**src/dswk_cfg.svh**
```systemverilog
// constants for the deep-sleep wake bookkeeping block
`ifndef DSWK_CFG_SVH
`define DSWK_CFG_SVH
// register word indices (printed offsets not all multiples of four: byte address is the low ten index bits times four)
`define DSWK_IDX_WAKE_LOW 12'hf4a
`define DSWK_IDX_WAKE_HIGH 12'hf4b
`define DSWK_IDX_RETAINED1 12'hf4f
`define DSWK_IDX_WDT_CTRL 12'hf50
`define DSWK_IDX_IRQ_STATUS 12'hf51
`define DSWK_IDX_IRQ_MASK 12'hf52
`define DSWK_IDX_POWER_STATE 12'hf53
// wake-low field positions
`define DSWK_LOW_FAULT 7
`define DSWK_LOW_RCWAKE 5
`define DSWK_LOW_WDT 4
`define DSWK_LOW_RTC 3
`define DSWK_LOW_MASTER_RESET_PIN 2
`define DSWK_LOW_POR 0
`define DSWK_LOW_IMPL 8'hbd
`define DSWK_LOW_RESET 8'h01
// wake-high field positions
`define DSWK_HIGH_PINCHG 0
`define DSWK_HIGH_IMPL 8'h01
// watchdog control fields
`define DSWK_WDT_ENABLE 0
`define DSWK_WDT_SINK 1
`define DSWK_WDT_LEVEL 5
`define DSWK_WDT_IMPL 8'h23
// interrupt status fields
`define DSWK_IRQ_RCWAKE 0
`define DSWK_IRQ_PINCHG 1
`define DSWK_IRQ_DSWAKE 2
`define DSWK_IRQ_WIDTH 3
// wake pin qualification
`define DSWK_FILTER_NS 24
`define DSWK_CLK_NS 8
`define DSWK_FILTER_CYC ((`DSWK_FILTER_NS + `DSWK_CLK_NS - 1) / `DSWK_CLK_NS)
`endif

```
**src/dswk_pkg.sv**
```systemverilog
// types shared by the deep-sleep wake bookkeeping block
package dswk_pkg;
    typedef enum logic [1:0] {
        dswk_run,
        dswk_sleep,
        dswk_deep_sleep,
        dswk_wake_reset
    } dswk_power_t;
endpackage : dswk_pkg

```
**src/dswk_wake_status.sv**
```systemverilog
// deep-sleep wake flags, retained byte and rc discharge wake circuit
//
// Overview of operation
// - retained byte survives deep sleep unchanged
// - retained byte lost only on supply loss
// - pin-change during deep sleep sets high bit0
// - sleep fault sets low bit 7
// - sleep watchdog timeout sets low bit 4
// - calendar alarm in deep sleep sets bit3
// - reset pin in deep sleep sets bit2
// - power-on event sets bit0, resets to one
// - low bits 6 and 1 read zero
// - rc wake from sleep sets level flag
// - rc wake from deep sleep sets bit5
// - pin below threshold interrupts and wakes
// - only wake output drives detect in sleep
// - deep-sleep wake runs full reset sequence
//
// The APB slave port was left to the implementer.
`timescale 1ns/10ps
`include "dswk_cfg.svh"
module dswk_wake_status
    import dswk_pkg::*;
(
    // clock and reset (rstn is the always-on power-on reset)
    input wire logic clock,
    input wire logic rstn,
    // apb register port
    input wire logic psel,
    input wire logic penable,
    input wire logic pwrite,
    input wire logic [11:0] paddr,
    input wire logic [31:0] pwdata,
    output logic [31:0] prdata,
    output logic pready,
    output logic pslverr,
    // power state from the sleep controller
    input wire logic sleep_entered,
    input wire logic deep_sleep_entered,
    input wire logic wake_done,
    // supply monitors that corrupt the retained byte
    input wire logic core_brownout,
    input wire logic sleep_brownout_detector,
    input wire logic supply_hard_cycle,
    // wake sources
    input wire logic external_interrupt_input,
    input wire logic sleep_fault_event,
    input wire logic sleep_watchdog_timeout,
    input wire logic calendar_alarm,
    input wire logic master_reset_pin,
    input wire logic power_on_detect,
    // rc wake pin
    input wire logic rc_wake_pin_in,
    output logic rc_wake_pin_out,
    output logic rc_wake_pin_oe,
    // wake results
    output logic rc_wake_output_signal,
    output logic wake_request,
    output logic deep_wake_reset_req,
    output logic irq
);
    import dswk_pkg::*;

    logic wr_stb;
    logic rd_stb;
    logic [9:0] word_idx;
    logic [7:0] wake_low;
    logic [7:0] wake_high;
    logic [7:0] retained;
    logic [7:0] wdt_ctrl;
    logic [`DSWK_IRQ_WIDTH-1:0] irq_status;
    logic [`DSWK_IRQ_WIDTH-1:0] irq_mask;
    logic [`DSWK_IRQ_WIDTH-1:0] irq_event;
    logic below_threshold;
    logic fall_pulse;
    logic rc_armed;
    logic in_deep;
    logic in_sleep;
    logic [7:0] wdata;
    logic [7:0] next_rdata;
    dswk_power_t power;

    // word index match against a register index, shared by every decode
    function automatic logic hit(input logic [9:0] idx, input logic [11:0] reg_idx);
        hit = (idx == reg_idx[9:0]);
    endfunction : hit

    // state decodes and the arm condition of the discharge sink
    assign wdata = pwdata[7:0];
    assign in_deep = (power == dswk_deep_sleep);
    assign in_sleep = (power == dswk_sleep);
    assign rc_armed = wdt_ctrl[`DSWK_WDT_ENABLE] && wdt_ctrl[`DSWK_WDT_SINK];

    ////////////////////////////////////////////////////////////////////////////
    // bus front end; one wait state lets read data come from a flop
    dswk_apb_slave u_apb (
        .clock(clock),
        .rstn(rstn),
        .psel(psel),
        .penable(penable),
        .pwrite(pwrite),
        .paddr(paddr),
        .pready(pready),
        .wr_stb(wr_stb),
        .rd_stb(rd_stb),
        .word_idx(word_idx)
    );

    // low-level qualifier on the wake pin, only counts while armed
    dswk_rc_detect u_rc (
        .clock(clock),
        .rstn(rstn),
        .armed(rc_armed),
        .pin_level(rc_wake_pin_in),
        .below_threshold(below_threshold),
        .fall_pulse(fall_pulse)
    );

    ////////////////////////////////////////////////////////////////////////////
    // power state tracking; deep-sleep wakes go through a full reset
    always_ff @(posedge clock) begin
        if (!rstn) begin
            power <= dswk_run;
        end else begin
            case (power)
                dswk_run: begin
                    if (deep_sleep_entered) begin
                        power <= dswk_deep_sleep;
                    end else if (sleep_entered) begin
                        power <= dswk_sleep;
                    end
                end
                dswk_sleep: begin
                    if (fall_pulse || external_interrupt_input) begin
                        power <= dswk_run;
                    end
                end
                dswk_deep_sleep: begin
                    if (fall_pulse || external_interrupt_input || sleep_fault_event
                        || sleep_watchdog_timeout || calendar_alarm || master_reset_pin) begin
                        power <= dswk_wake_reset;
                    end
                end
                default: begin
                    if (wake_done) begin
                        power <= dswk_run;
                    end
                end
            endcase
        end
    end

    ////////////////////////////////////////////////////////////////////////////
    // retained byte: no reset term on purpose, only supply loss corrupts it
    always_ff @(posedge clock) begin
        if (core_brownout && !in_deep) begin
            retained <= 8'h00;
        end else if (in_deep && sleep_brownout_detector) begin
            retained <= 8'h00;
        end else if (supply_hard_cycle) begin
            retained <= 8'h00;
        end else if (wr_stb && hit(word_idx, `DSWK_IDX_RETAINED1)) begin
            retained <= wdata;
        end
    end

    ////////////////////////////////////////////////////////////////////////////
    // wake-low flags; hardware set wins over a software clear
    always_ff @(posedge clock) begin
        if (!rstn) begin
            wake_low <= `DSWK_LOW_RESET;
        end else begin
            if (wr_stb && hit(word_idx, `DSWK_IDX_WAKE_LOW)) begin
                wake_low <= wdata & `DSWK_LOW_IMPL;
            end
            if (in_deep && sleep_fault_event) begin
                wake_low[`DSWK_LOW_FAULT] <= 1'b1;
            end
            if (in_deep && fall_pulse) begin
                wake_low[`DSWK_LOW_RCWAKE] <= 1'b1;
            end
            if (in_deep && sleep_watchdog_timeout) begin
                wake_low[`DSWK_LOW_WDT] <= 1'b1;
            end
            if (in_deep && calendar_alarm) begin
                wake_low[`DSWK_LOW_RTC] <= 1'b1;
            end
            if (in_deep && master_reset_pin) begin
                wake_low[`DSWK_LOW_MASTER_RESET_PIN] <= 1'b1;
            end
            if (power_on_detect) begin
                wake_low[`DSWK_LOW_POR] <= 1'b1;
            end
        end
    end

    // wake-high flag
    always_ff @(posedge clock) begin
        if (!rstn) begin
            wake_high <= 8'h00;
        end else if (in_deep && external_interrupt_input) begin
            wake_high[`DSWK_HIGH_PINCHG] <= 1'b1;
        end else if (wr_stb && hit(word_idx, `DSWK_IDX_WAKE_HIGH)) begin
            wake_high <= wdata & `DSWK_HIGH_IMPL;
        end
    end

    // watchdog control: enable, sink and the sleep wake level flag
    always_ff @(posedge clock) begin
        if (!rstn) begin
            wdt_ctrl <= 8'h00;
        end else begin
            if (wr_stb && hit(word_idx, `DSWK_IDX_WDT_CTRL)) begin
                wdt_ctrl <= wdata & `DSWK_WDT_IMPL;
            end
            if (in_sleep && fall_pulse) begin
                wdt_ctrl[`DSWK_WDT_LEVEL] <= 1'b1;
            end
        end
    end

    ////////////////////////////////////////////////////////////////////////////
    // interrupt events and write-one-to-clear status
    assign irq_event[`DSWK_IRQ_RCWAKE] = fall_pulse;
    assign irq_event[`DSWK_IRQ_PINCHG] = external_interrupt_input && (in_sleep || in_deep);
    assign irq_event[`DSWK_IRQ_DSWAKE] = (power == dswk_wake_reset) && wake_done;

    always_ff @(posedge clock) begin
        if (!rstn) begin
            irq_status <= '0;
        end else if (wr_stb && hit(word_idx, `DSWK_IDX_IRQ_STATUS)) begin
            irq_status <= (irq_status & ~wdata[`DSWK_IRQ_WIDTH-1:0]) | irq_event;
        end else begin
            irq_status <= irq_status | irq_event;
        end
    end

    // interrupt mask, same layout as the status word
    always_ff @(posedge clock) begin
        if (!rstn) begin
            irq_mask <= '0;
        end else if (wr_stb && hit(word_idx, `DSWK_IDX_IRQ_MASK)) begin
            irq_mask <= wdata[`DSWK_IRQ_WIDTH-1:0];
        end
    end

    ////////////////////////////////////////////////////////////////////////////
    // read mux; unmapped reads return zero without an error
    always_comb begin
        next_rdata = 8'h00;
        if (hit(word_idx, `DSWK_IDX_WAKE_LOW)) begin
            next_rdata = wake_low & `DSWK_LOW_IMPL;
        end else if (hit(word_idx, `DSWK_IDX_WAKE_HIGH)) begin
            next_rdata = wake_high & `DSWK_HIGH_IMPL;
        end else if (hit(word_idx, `DSWK_IDX_RETAINED1)) begin
            next_rdata = retained;
        end else if (hit(word_idx, `DSWK_IDX_WDT_CTRL)) begin
            next_rdata = wdt_ctrl;
        end else if (hit(word_idx, `DSWK_IDX_IRQ_STATUS)) begin
            next_rdata = {5'h00, irq_status};
        end else if (hit(word_idx, `DSWK_IDX_IRQ_MASK)) begin
            next_rdata = {5'h00, irq_mask};
        end else if (hit(word_idx, `DSWK_IDX_POWER_STATE)) begin
            next_rdata = {6'h00, power};
        end
    end

    // read data captured in the wait state and held until the next read
    always_ff @(posedge clock) begin
        if (!rstn) begin
            prdata <= 32'h0000_0000;
            pslverr <= 1'b0;
        end else begin
            if (rd_stb) begin
                prdata <= {24'h00_0000, next_rdata};
            end
            pslverr <= 1'b0;
        end
    end

    ////////////////////////////////////////////////////////////////////////////
    // pin and wake outputs; the circuit only sinks, charging is software's job
    always_ff @(posedge clock) begin
        if (!rstn) begin
            rc_wake_pin_out <= 1'b0;
            rc_wake_pin_oe <= 1'b0;
            rc_wake_output_signal <= 1'b0;
            wake_request <= 1'b0;
            deep_wake_reset_req <= 1'b0;
            irq <= 1'b0;
        end else begin
            rc_wake_pin_out <= 1'b0;
            rc_wake_pin_oe <= rc_armed;
            rc_wake_output_signal <= rc_armed && below_threshold;
            wake_request <= (in_sleep && (fall_pulse || external_interrupt_input));
            deep_wake_reset_req <= (power == dswk_wake_reset);
            irq <= |(irq_status & irq_mask);
        end
    end
endmodule : dswk_wake_status

```
**src/dswk_rc_detect.sv**
```systemverilog
// wake pin low-level qualifier for the rc discharge circuit
`timescale 1ns/10ps
`include "dswk_cfg.svh"
module dswk_rc_detect (
    // clock and reset
    input wire logic clock,
    input wire logic rstn,
    // control
    input wire logic armed,
    input wire logic pin_level,
    // result
    output logic below_threshold,
    output logic fall_pulse
);
    localparam int unsigned CYC = `DSWK_FILTER_CYC;
    logic [3:0] count;

    // a low reading must persist so a glitch cannot fake a wake
    always_ff @(posedge clock) begin
        if (!rstn || !armed || pin_level) begin
            count <= 4'h0;
        end else if (count != CYC[3:0]) begin
            count <= count + 4'h1;
        end
    end

    // level and a single pulse on its first cycle
    always_ff @(posedge clock) begin
        if (!rstn) begin
            below_threshold <= 1'b0;
            fall_pulse <= 1'b0;
        end else begin
            below_threshold <= armed && (count == CYC[3:0]);
            fall_pulse <= armed && (count == CYC[3:0]) && !below_threshold;
        end
    end
endmodule : dswk_rc_detect

```
**src/dswk_apb_slave.sv**
```systemverilog
// apb slave front end, two-cycle access phase with one wait state
`timescale 1ns/10ps
module dswk_apb_slave (
    // clock and reset
    input wire logic clock,
    input wire logic rstn,
    // apb
    input wire logic psel,
    input wire logic penable,
    input wire logic pwrite,
    input wire logic [11:0] paddr,
    output logic pready,
    // decoded strobes
    output logic wr_stb,
    output logic rd_stb,
    output logic [9:0] word_idx
);
    // ready comes one cycle into the access phase; write strobe at that edge, read strobe one cycle earlier
    always_ff @(posedge clock) begin
        if (!rstn) begin
            pready <= 1'b0;
        end else begin
            pready <= psel && penable && !pready;
        end
    end

    assign wr_stb = psel && penable && pready && pwrite;
    assign rd_stb = psel && penable && !pready && !pwrite;
    assign word_idx = paddr[11:2];
endmodule : dswk_apb_slave

```
**config.mk**
```make
export PLATFORM = sky130hd
export DESIGN_NAME = dswk_wake_status
export DESIGN_NICKNAME = d
export VERILOG_FILES = /design/src/dswk_pkg.sv /design/src/dswk_wake_status.sv /design/src/dswk_rc_detect.sv /design/src/dswk_apb_slave.sv
export VERILOG_INCLUDE_DIRS = /design/src
export SDC_FILE = /design/constraint.sdc
export NUM_CORES = 1
export LEC_CHECK = 0
export BUFFER_PORTS_ARGS = -buffer_cell sky130_fd_sc_hd__clkbuf_2
export CORE_MARGIN = 2
export CORE_UTILIZATION = 51
export CTS_CLUSTER_SIZE = 25
export DETAILED_ROUTE_END_ITERATION = 6
export PLACE_DENSITY = 0.85
export RECOVER_POWER = 100
export SYNTH_ARGS = -nofsm -noshare
export SYNTH_HDL_FRONTEND = slang
export SYNTH_SLANG_ARGS = --single-unit
```
**constraint.sdc**
```tcl
create_clock -name clock -period 6.6 [get_ports clock]
set_clock_uncertainty 0.2 [all_clocks]
set_input_delay 0.99 -clock clock [delete_from_list [all_inputs] [get_ports clock]]
set_output_delay 0.99 -clock clock [all_outputs]
set_load 0.005 [all_outputs]
```
==> qor.tcl <==
set qor(globalRouteOverflowTotal) 0
set qor(final_core_utilization) 0.592
set qor(min_period_over_period) 0.490
set qor(num_antenna_cells) 0
set qor(place.gp.congestion) 0.841
set qor(r2r_setup_slack_ns) 4.30
set qor(core_um2) 4380
set qor(grt_setup_unrepaired) {no}
set qor(max_fo_critical_path) 10
set qor(met1_wl_um) 2210
set qor(ys_seq_area_frac) 0.394
set qor(post_drt_wl_per_cell_um) 14.3
set qor(syn-instance-count) 256
set qor(clock.fmax_ghz) 0.309
set qor(area_used_by_multi_input_combinational_logic_um2) 1230
set qor(timing.critical_path.arrival_ns) 3.22
set qor(clock_buffer_count_from_cts) 5
set qor(drv_cap) 0
set qor(finalSetupTns_ns) 0
set qor(post-route-drc-count) 0
set qor(h_tree_depth) 2
set qor(crit-reg2reg-capture) {wake_low[0]}
set qor(die_area_um2) 5140
set qor(slew_headroom) 0.248
set qor(clk_latency_ns) 0.30
set qor(top_level_ports) 102
set qor(nFillCells) 371
set qor(status) {complete, no violations}
set qor(drtAntennaViolNets) 0
set qor(antenna_violations_before_repair) 0
set qor(drtPass1Iterations) 5
set qor(cts-hold-fix-buffers) 0
set qor(worstSetupEndpoint) {wake_low[0]}
set qor(detailroute.wirelength.met3_um) 439
set qor(rows) 24
set qor(via_density_per_instance) 5.56
set qor(hp-class) {reg2reg}
set qor(syn_area_um2) 2330
set qor(fp.dieH_um) 71.7
set qor(tritoncts) {yes}
set qor(vdd_ir_drop_max_mv) 0.207
set qor(cts-root-buf) {sky130_fd_sc_hd__clkbuf_8}
set qor(report.final.hold_viol_count) 0
set qor(synth_enable_flop_cells) 0
set qor(report.final.setup_viol) 0
set qor(critPathLaunchType) {input port}
set qor(ys_types) 50
set qor(post-synth-top-area-fraction) 0.394
set qor(layout-drive-gt1-share) 0.178
set qor(yosys_warning_total) 0
set qor(reg2reg_depth) 4
set qor(vias) 1980
set qor(reg2reg_from) {u_apb.pready}
set qor(final-max-slew-violation-count) 0
set qor(timing.critical_path.required_ns) 6.59
set qor(cts.path.max_buffers) 2
set qor(timing.final.crit_period_ns) 3.23
set qor(hpwl_um) 3700
set qor(syn_avg_cell_area_um2) 9.12
set qor(end_kind) {flop}
set qor(grt_max_degree) 20
set qor(regArea_um2) 921
set qor(timing.setup.critical_path_class) {in2reg}
set qor(setup_buffers_after_cts) 0
set qor(groute.usage.overall) 0.206
set qor(first_global_vias) 1833
set qor(postSynth.asyncResetShare) 0
set qor(critical_path.startpoint) {paddr[2]}
set qor(worstMarginPinSlew_ns) 1.12
set qor(yosys_most_used_dff) {sky130_fd_sc_hd__dfxtp_1}
set qor(synth.largest_area_cell) {sky130_fd_sc_hd__dfxtp_1}
set qor(post_cts_resize_count) 0
set qor(top_layer) {met4}
set qor(post_dp_cell_area_um2) 2520
set qor(finalInstanceArea_um2) 2600
set qor(drt_wl_total_um) 5090
set qor(fin_nets) 371
set qor(cts.clk_slew.worst_paths_ns) 0.08
set qor(floorplan.initialDensity) 0.533
set qor(dr.first_iter.drc_count) 99
set qor(ys_top_cells_by_area) {sky130_fd_sc_hd__dfxtp_1, sky130_fd_sc_hd__buf_4, sky130_fd_sc_hd__mux2i_1, sky130_fd_sc_hd__nand2_1, sky130_fd_sc_hd__nor2_1}
set qor(powerDensity_nw_per_um2) 247
set qor(dieWidth_um) 71.7
set qor(port_buffers) 49
set qor(areaGrowthSynthToFinish_pct) 11.3
set qor(wl_met2_um) 2360
set qor(cts_sinks) 46
set qor(postSynthRegisterBits) 46
set qor(power.leakage_nw) 1.06
set qor(grt_first_pass_wirelength_um) 8340
-- power by group --
part / switching (mW) / internal (mW) / total (mW) / leakage [nW]
combinational: 0.0717 / 0.0489 / 0.121 / 0.627
clock: 0.0887 / 0.121 / 0.210 / 0.0573
sequential: 0.0154 / 0.295 / 0.310 / 0.372
total: 0.176 / 0.465 / 0.641 / 1.06
-- synth_stat cells, types with 2 or more instances --
library cell               count
sky130_fd_sc_hd__a311oi_1      2
sky130_fd_sc_hd__nor4bb_1      2
sky130_fd_sc_hd__nor2b_1       4
sky130_fd_sc_hd__clkbuf_1      8
sky130_fd_sc_hd__and3_1        3
sky130_fd_sc_hd__and2_1        4
sky130_fd_sc_hd__mux4_2        2
sky130_fd_sc_hd__a31oi_1       4
sky130_fd_sc_hd__or4_1         3
sky130_fd_sc_hd__nand2_1      19
sky130_fd_sc_hd__nor3_1        5
sky130_fd_sc_hd__nand3_1       6
sky130_fd_sc_hd__dfxtp_1      46
sky130_fd_sc_hd__nor3b_1       3
sky130_fd_sc_hd__nor2_1       19
sky130_fd_sc_hd__o21ai_0      12
sky130_fd_sc_hd__or3_1         2
sky130_fd_sc_hd__a21oi_1      13
sky130_fd_sc_hd__ha_1          5
sky130_fd_sc_hd__a32oi_1       2
sky130_fd_sc_hd__nor4_1        5
sky130_fd_sc_hd__mux2i_1      19
sky130_fd_sc_hd__nand2b_1      4
sky130_fd_sc_hd__nand3b_1      2
sky130_fd_sc_hd__xor2_1        2
sky130_fd_sc_hd__or2_2         2
sky130_fd_sc_hd__a221oi_1      5
sky130_fd_sc_hd__inv_1         5
sky130_fd_sc_hd__buf_4        26
sky130_fd_sc_hd__nand4_1       2
-- registers in the layout, indices dropped and copies added (netlist names), 2 cells and up --
register	flops
u_rc.count	4
irq_status	3
irq_mask	3
power	2
retained	8
wdt_ctrl	3
wake_low	6
prdata	8
-- how the worst min path moves through the flow --
stage,to,start,cells past startpoint,slack [ns]
after detailed placement,u_rc.fall_pulse,u_rc.below_threshold,1,0.20
after global placement,u_rc.fall_pulse,u_rc.below_threshold,1,0.20
final,u_rc.fall_pulse,u_rc.below_threshold,1,0.21
after CTS,u_rc.fall_pulse,u_rc.below_threshold,1,0.21
after global routing,u_rc.fall_pulse,u_rc.below_threshold,1,0.24
after floorplan,u_rc.fall_pulse,u_rc.below_threshold,1,0.18
-- per-layer routing --
metal	vias to the layer above	track usage
met5	-	0
met4	0	0.0713
met3	10	0.0661
met2	87	0.331
met1	913	0.261
li1	970	-
-- kinds of logic after synthesis --
family / count (synthesis) / synth area share
flops: 46 / 0.394
other cells: 1 / 0.00161
buf+inv: 41 / 0.111
fa+ha+maj: 5 / 0.0268
compound gates: 44 / 0.120
simple gates: 94 / 0.228
xor+xnor: 3 / 0.0113
mux: 22 / 0.107
-- worst max-delay path, stage by stage --
cell,delay [ns]
sky130_fd_sc_hd__clkbuf_1,0.20
sky130_fd_sc_hd__nor4bb_1,0.65
sky130_fd_sc_hd__or4b_1,0.71
sky130_fd_sc_hd__mux2_1,0.38
sky130_fd_sc_hd__or3_1,0.29
-- cell type report --
| class | count | share of cell area |
|---|---|---|
| multi-input cells | 194 | 0.474 |
| flip-flops and latches | 46 | 0.355 |
| repair buffers | 51 | 0.0949 |
| clock buffers | 6 | 0.0318 |
| well taps | 52 | 0.0250 |
| clock inverters | 1 | 0.0116 |
| inverters | 6 | 0.00867 |
-- layout by cell type (no fill, tap or decap), types with 2 or more instances in the layout --
cell / n
sky130_fd_sc_hd__dfxtp_1: 46
sky130_fd_sc_hd__clkbuf_2: 41
sky130_fd_sc_hd__conb_1: 26
sky130_fd_sc_hd__nand2_1: 19
sky130_fd_sc_hd__mux2i_1: 19
sky130_fd_sc_hd__nor2_1: 19
sky130_fd_sc_hd__a21oi_1: 13
sky130_fd_sc_hd__o21ai_0: 12
sky130_fd_sc_hd__clkbuf_1: 9
sky130_fd_sc_hd__nor4_1: 6
sky130_fd_sc_hd__nand3_1: 6
sky130_fd_sc_hd__clkbuf_8: 6
sky130_fd_sc_hd__inv_1: 5
sky130_fd_sc_hd__nor3_1: 5
sky130_fd_sc_hd__a221oi_1: 5
sky130_fd_sc_hd__ha_1: 5
sky130_fd_sc_hd__nand2b_1: 4
sky130_fd_sc_hd__nor3b_1: 4
sky130_fd_sc_hd__nor2b_1: 4
sky130_fd_sc_hd__a31oi_1: 4
sky130_fd_sc_hd__or4_1: 3
sky130_fd_sc_hd__and3_1: 3
sky130_fd_sc_hd__and2_1: 3
sky130_fd_sc_hd__or4b_1: 2
sky130_fd_sc_hd__nand4_1: 2
sky130_fd_sc_hd__xor2_1: 2
sky130_fd_sc_hd__or2_2: 2
sky130_fd_sc_hd__or3_1: 2
sky130_fd_sc_hd__nor4bb_1: 2
sky130_fd_sc_hd__a32oi_1: 2
sky130_fd_sc_hd__nand3b_1: 2
sky130_fd_sc_hd__and2_0: 2
sky130_fd_sc_hd__a311oi_1: 2
sky130_fd_sc_hd__mux4_2: 2
-- metrics by stage --
stage,instances,hold WS (ns),power (mW),setup slack (ns)
after detailed placement,349,0.197,0.434,3.19
final,356,0.210,0.641,3.37
after global placement,349,0.198,0.428,3.20
after CTS,356,0.211,0.643,3.48
after global routing,356,0.240,0.667,3.21
after floorplan,281,0.183,0.404,3.49
Power figures use the tool's default switching activity.
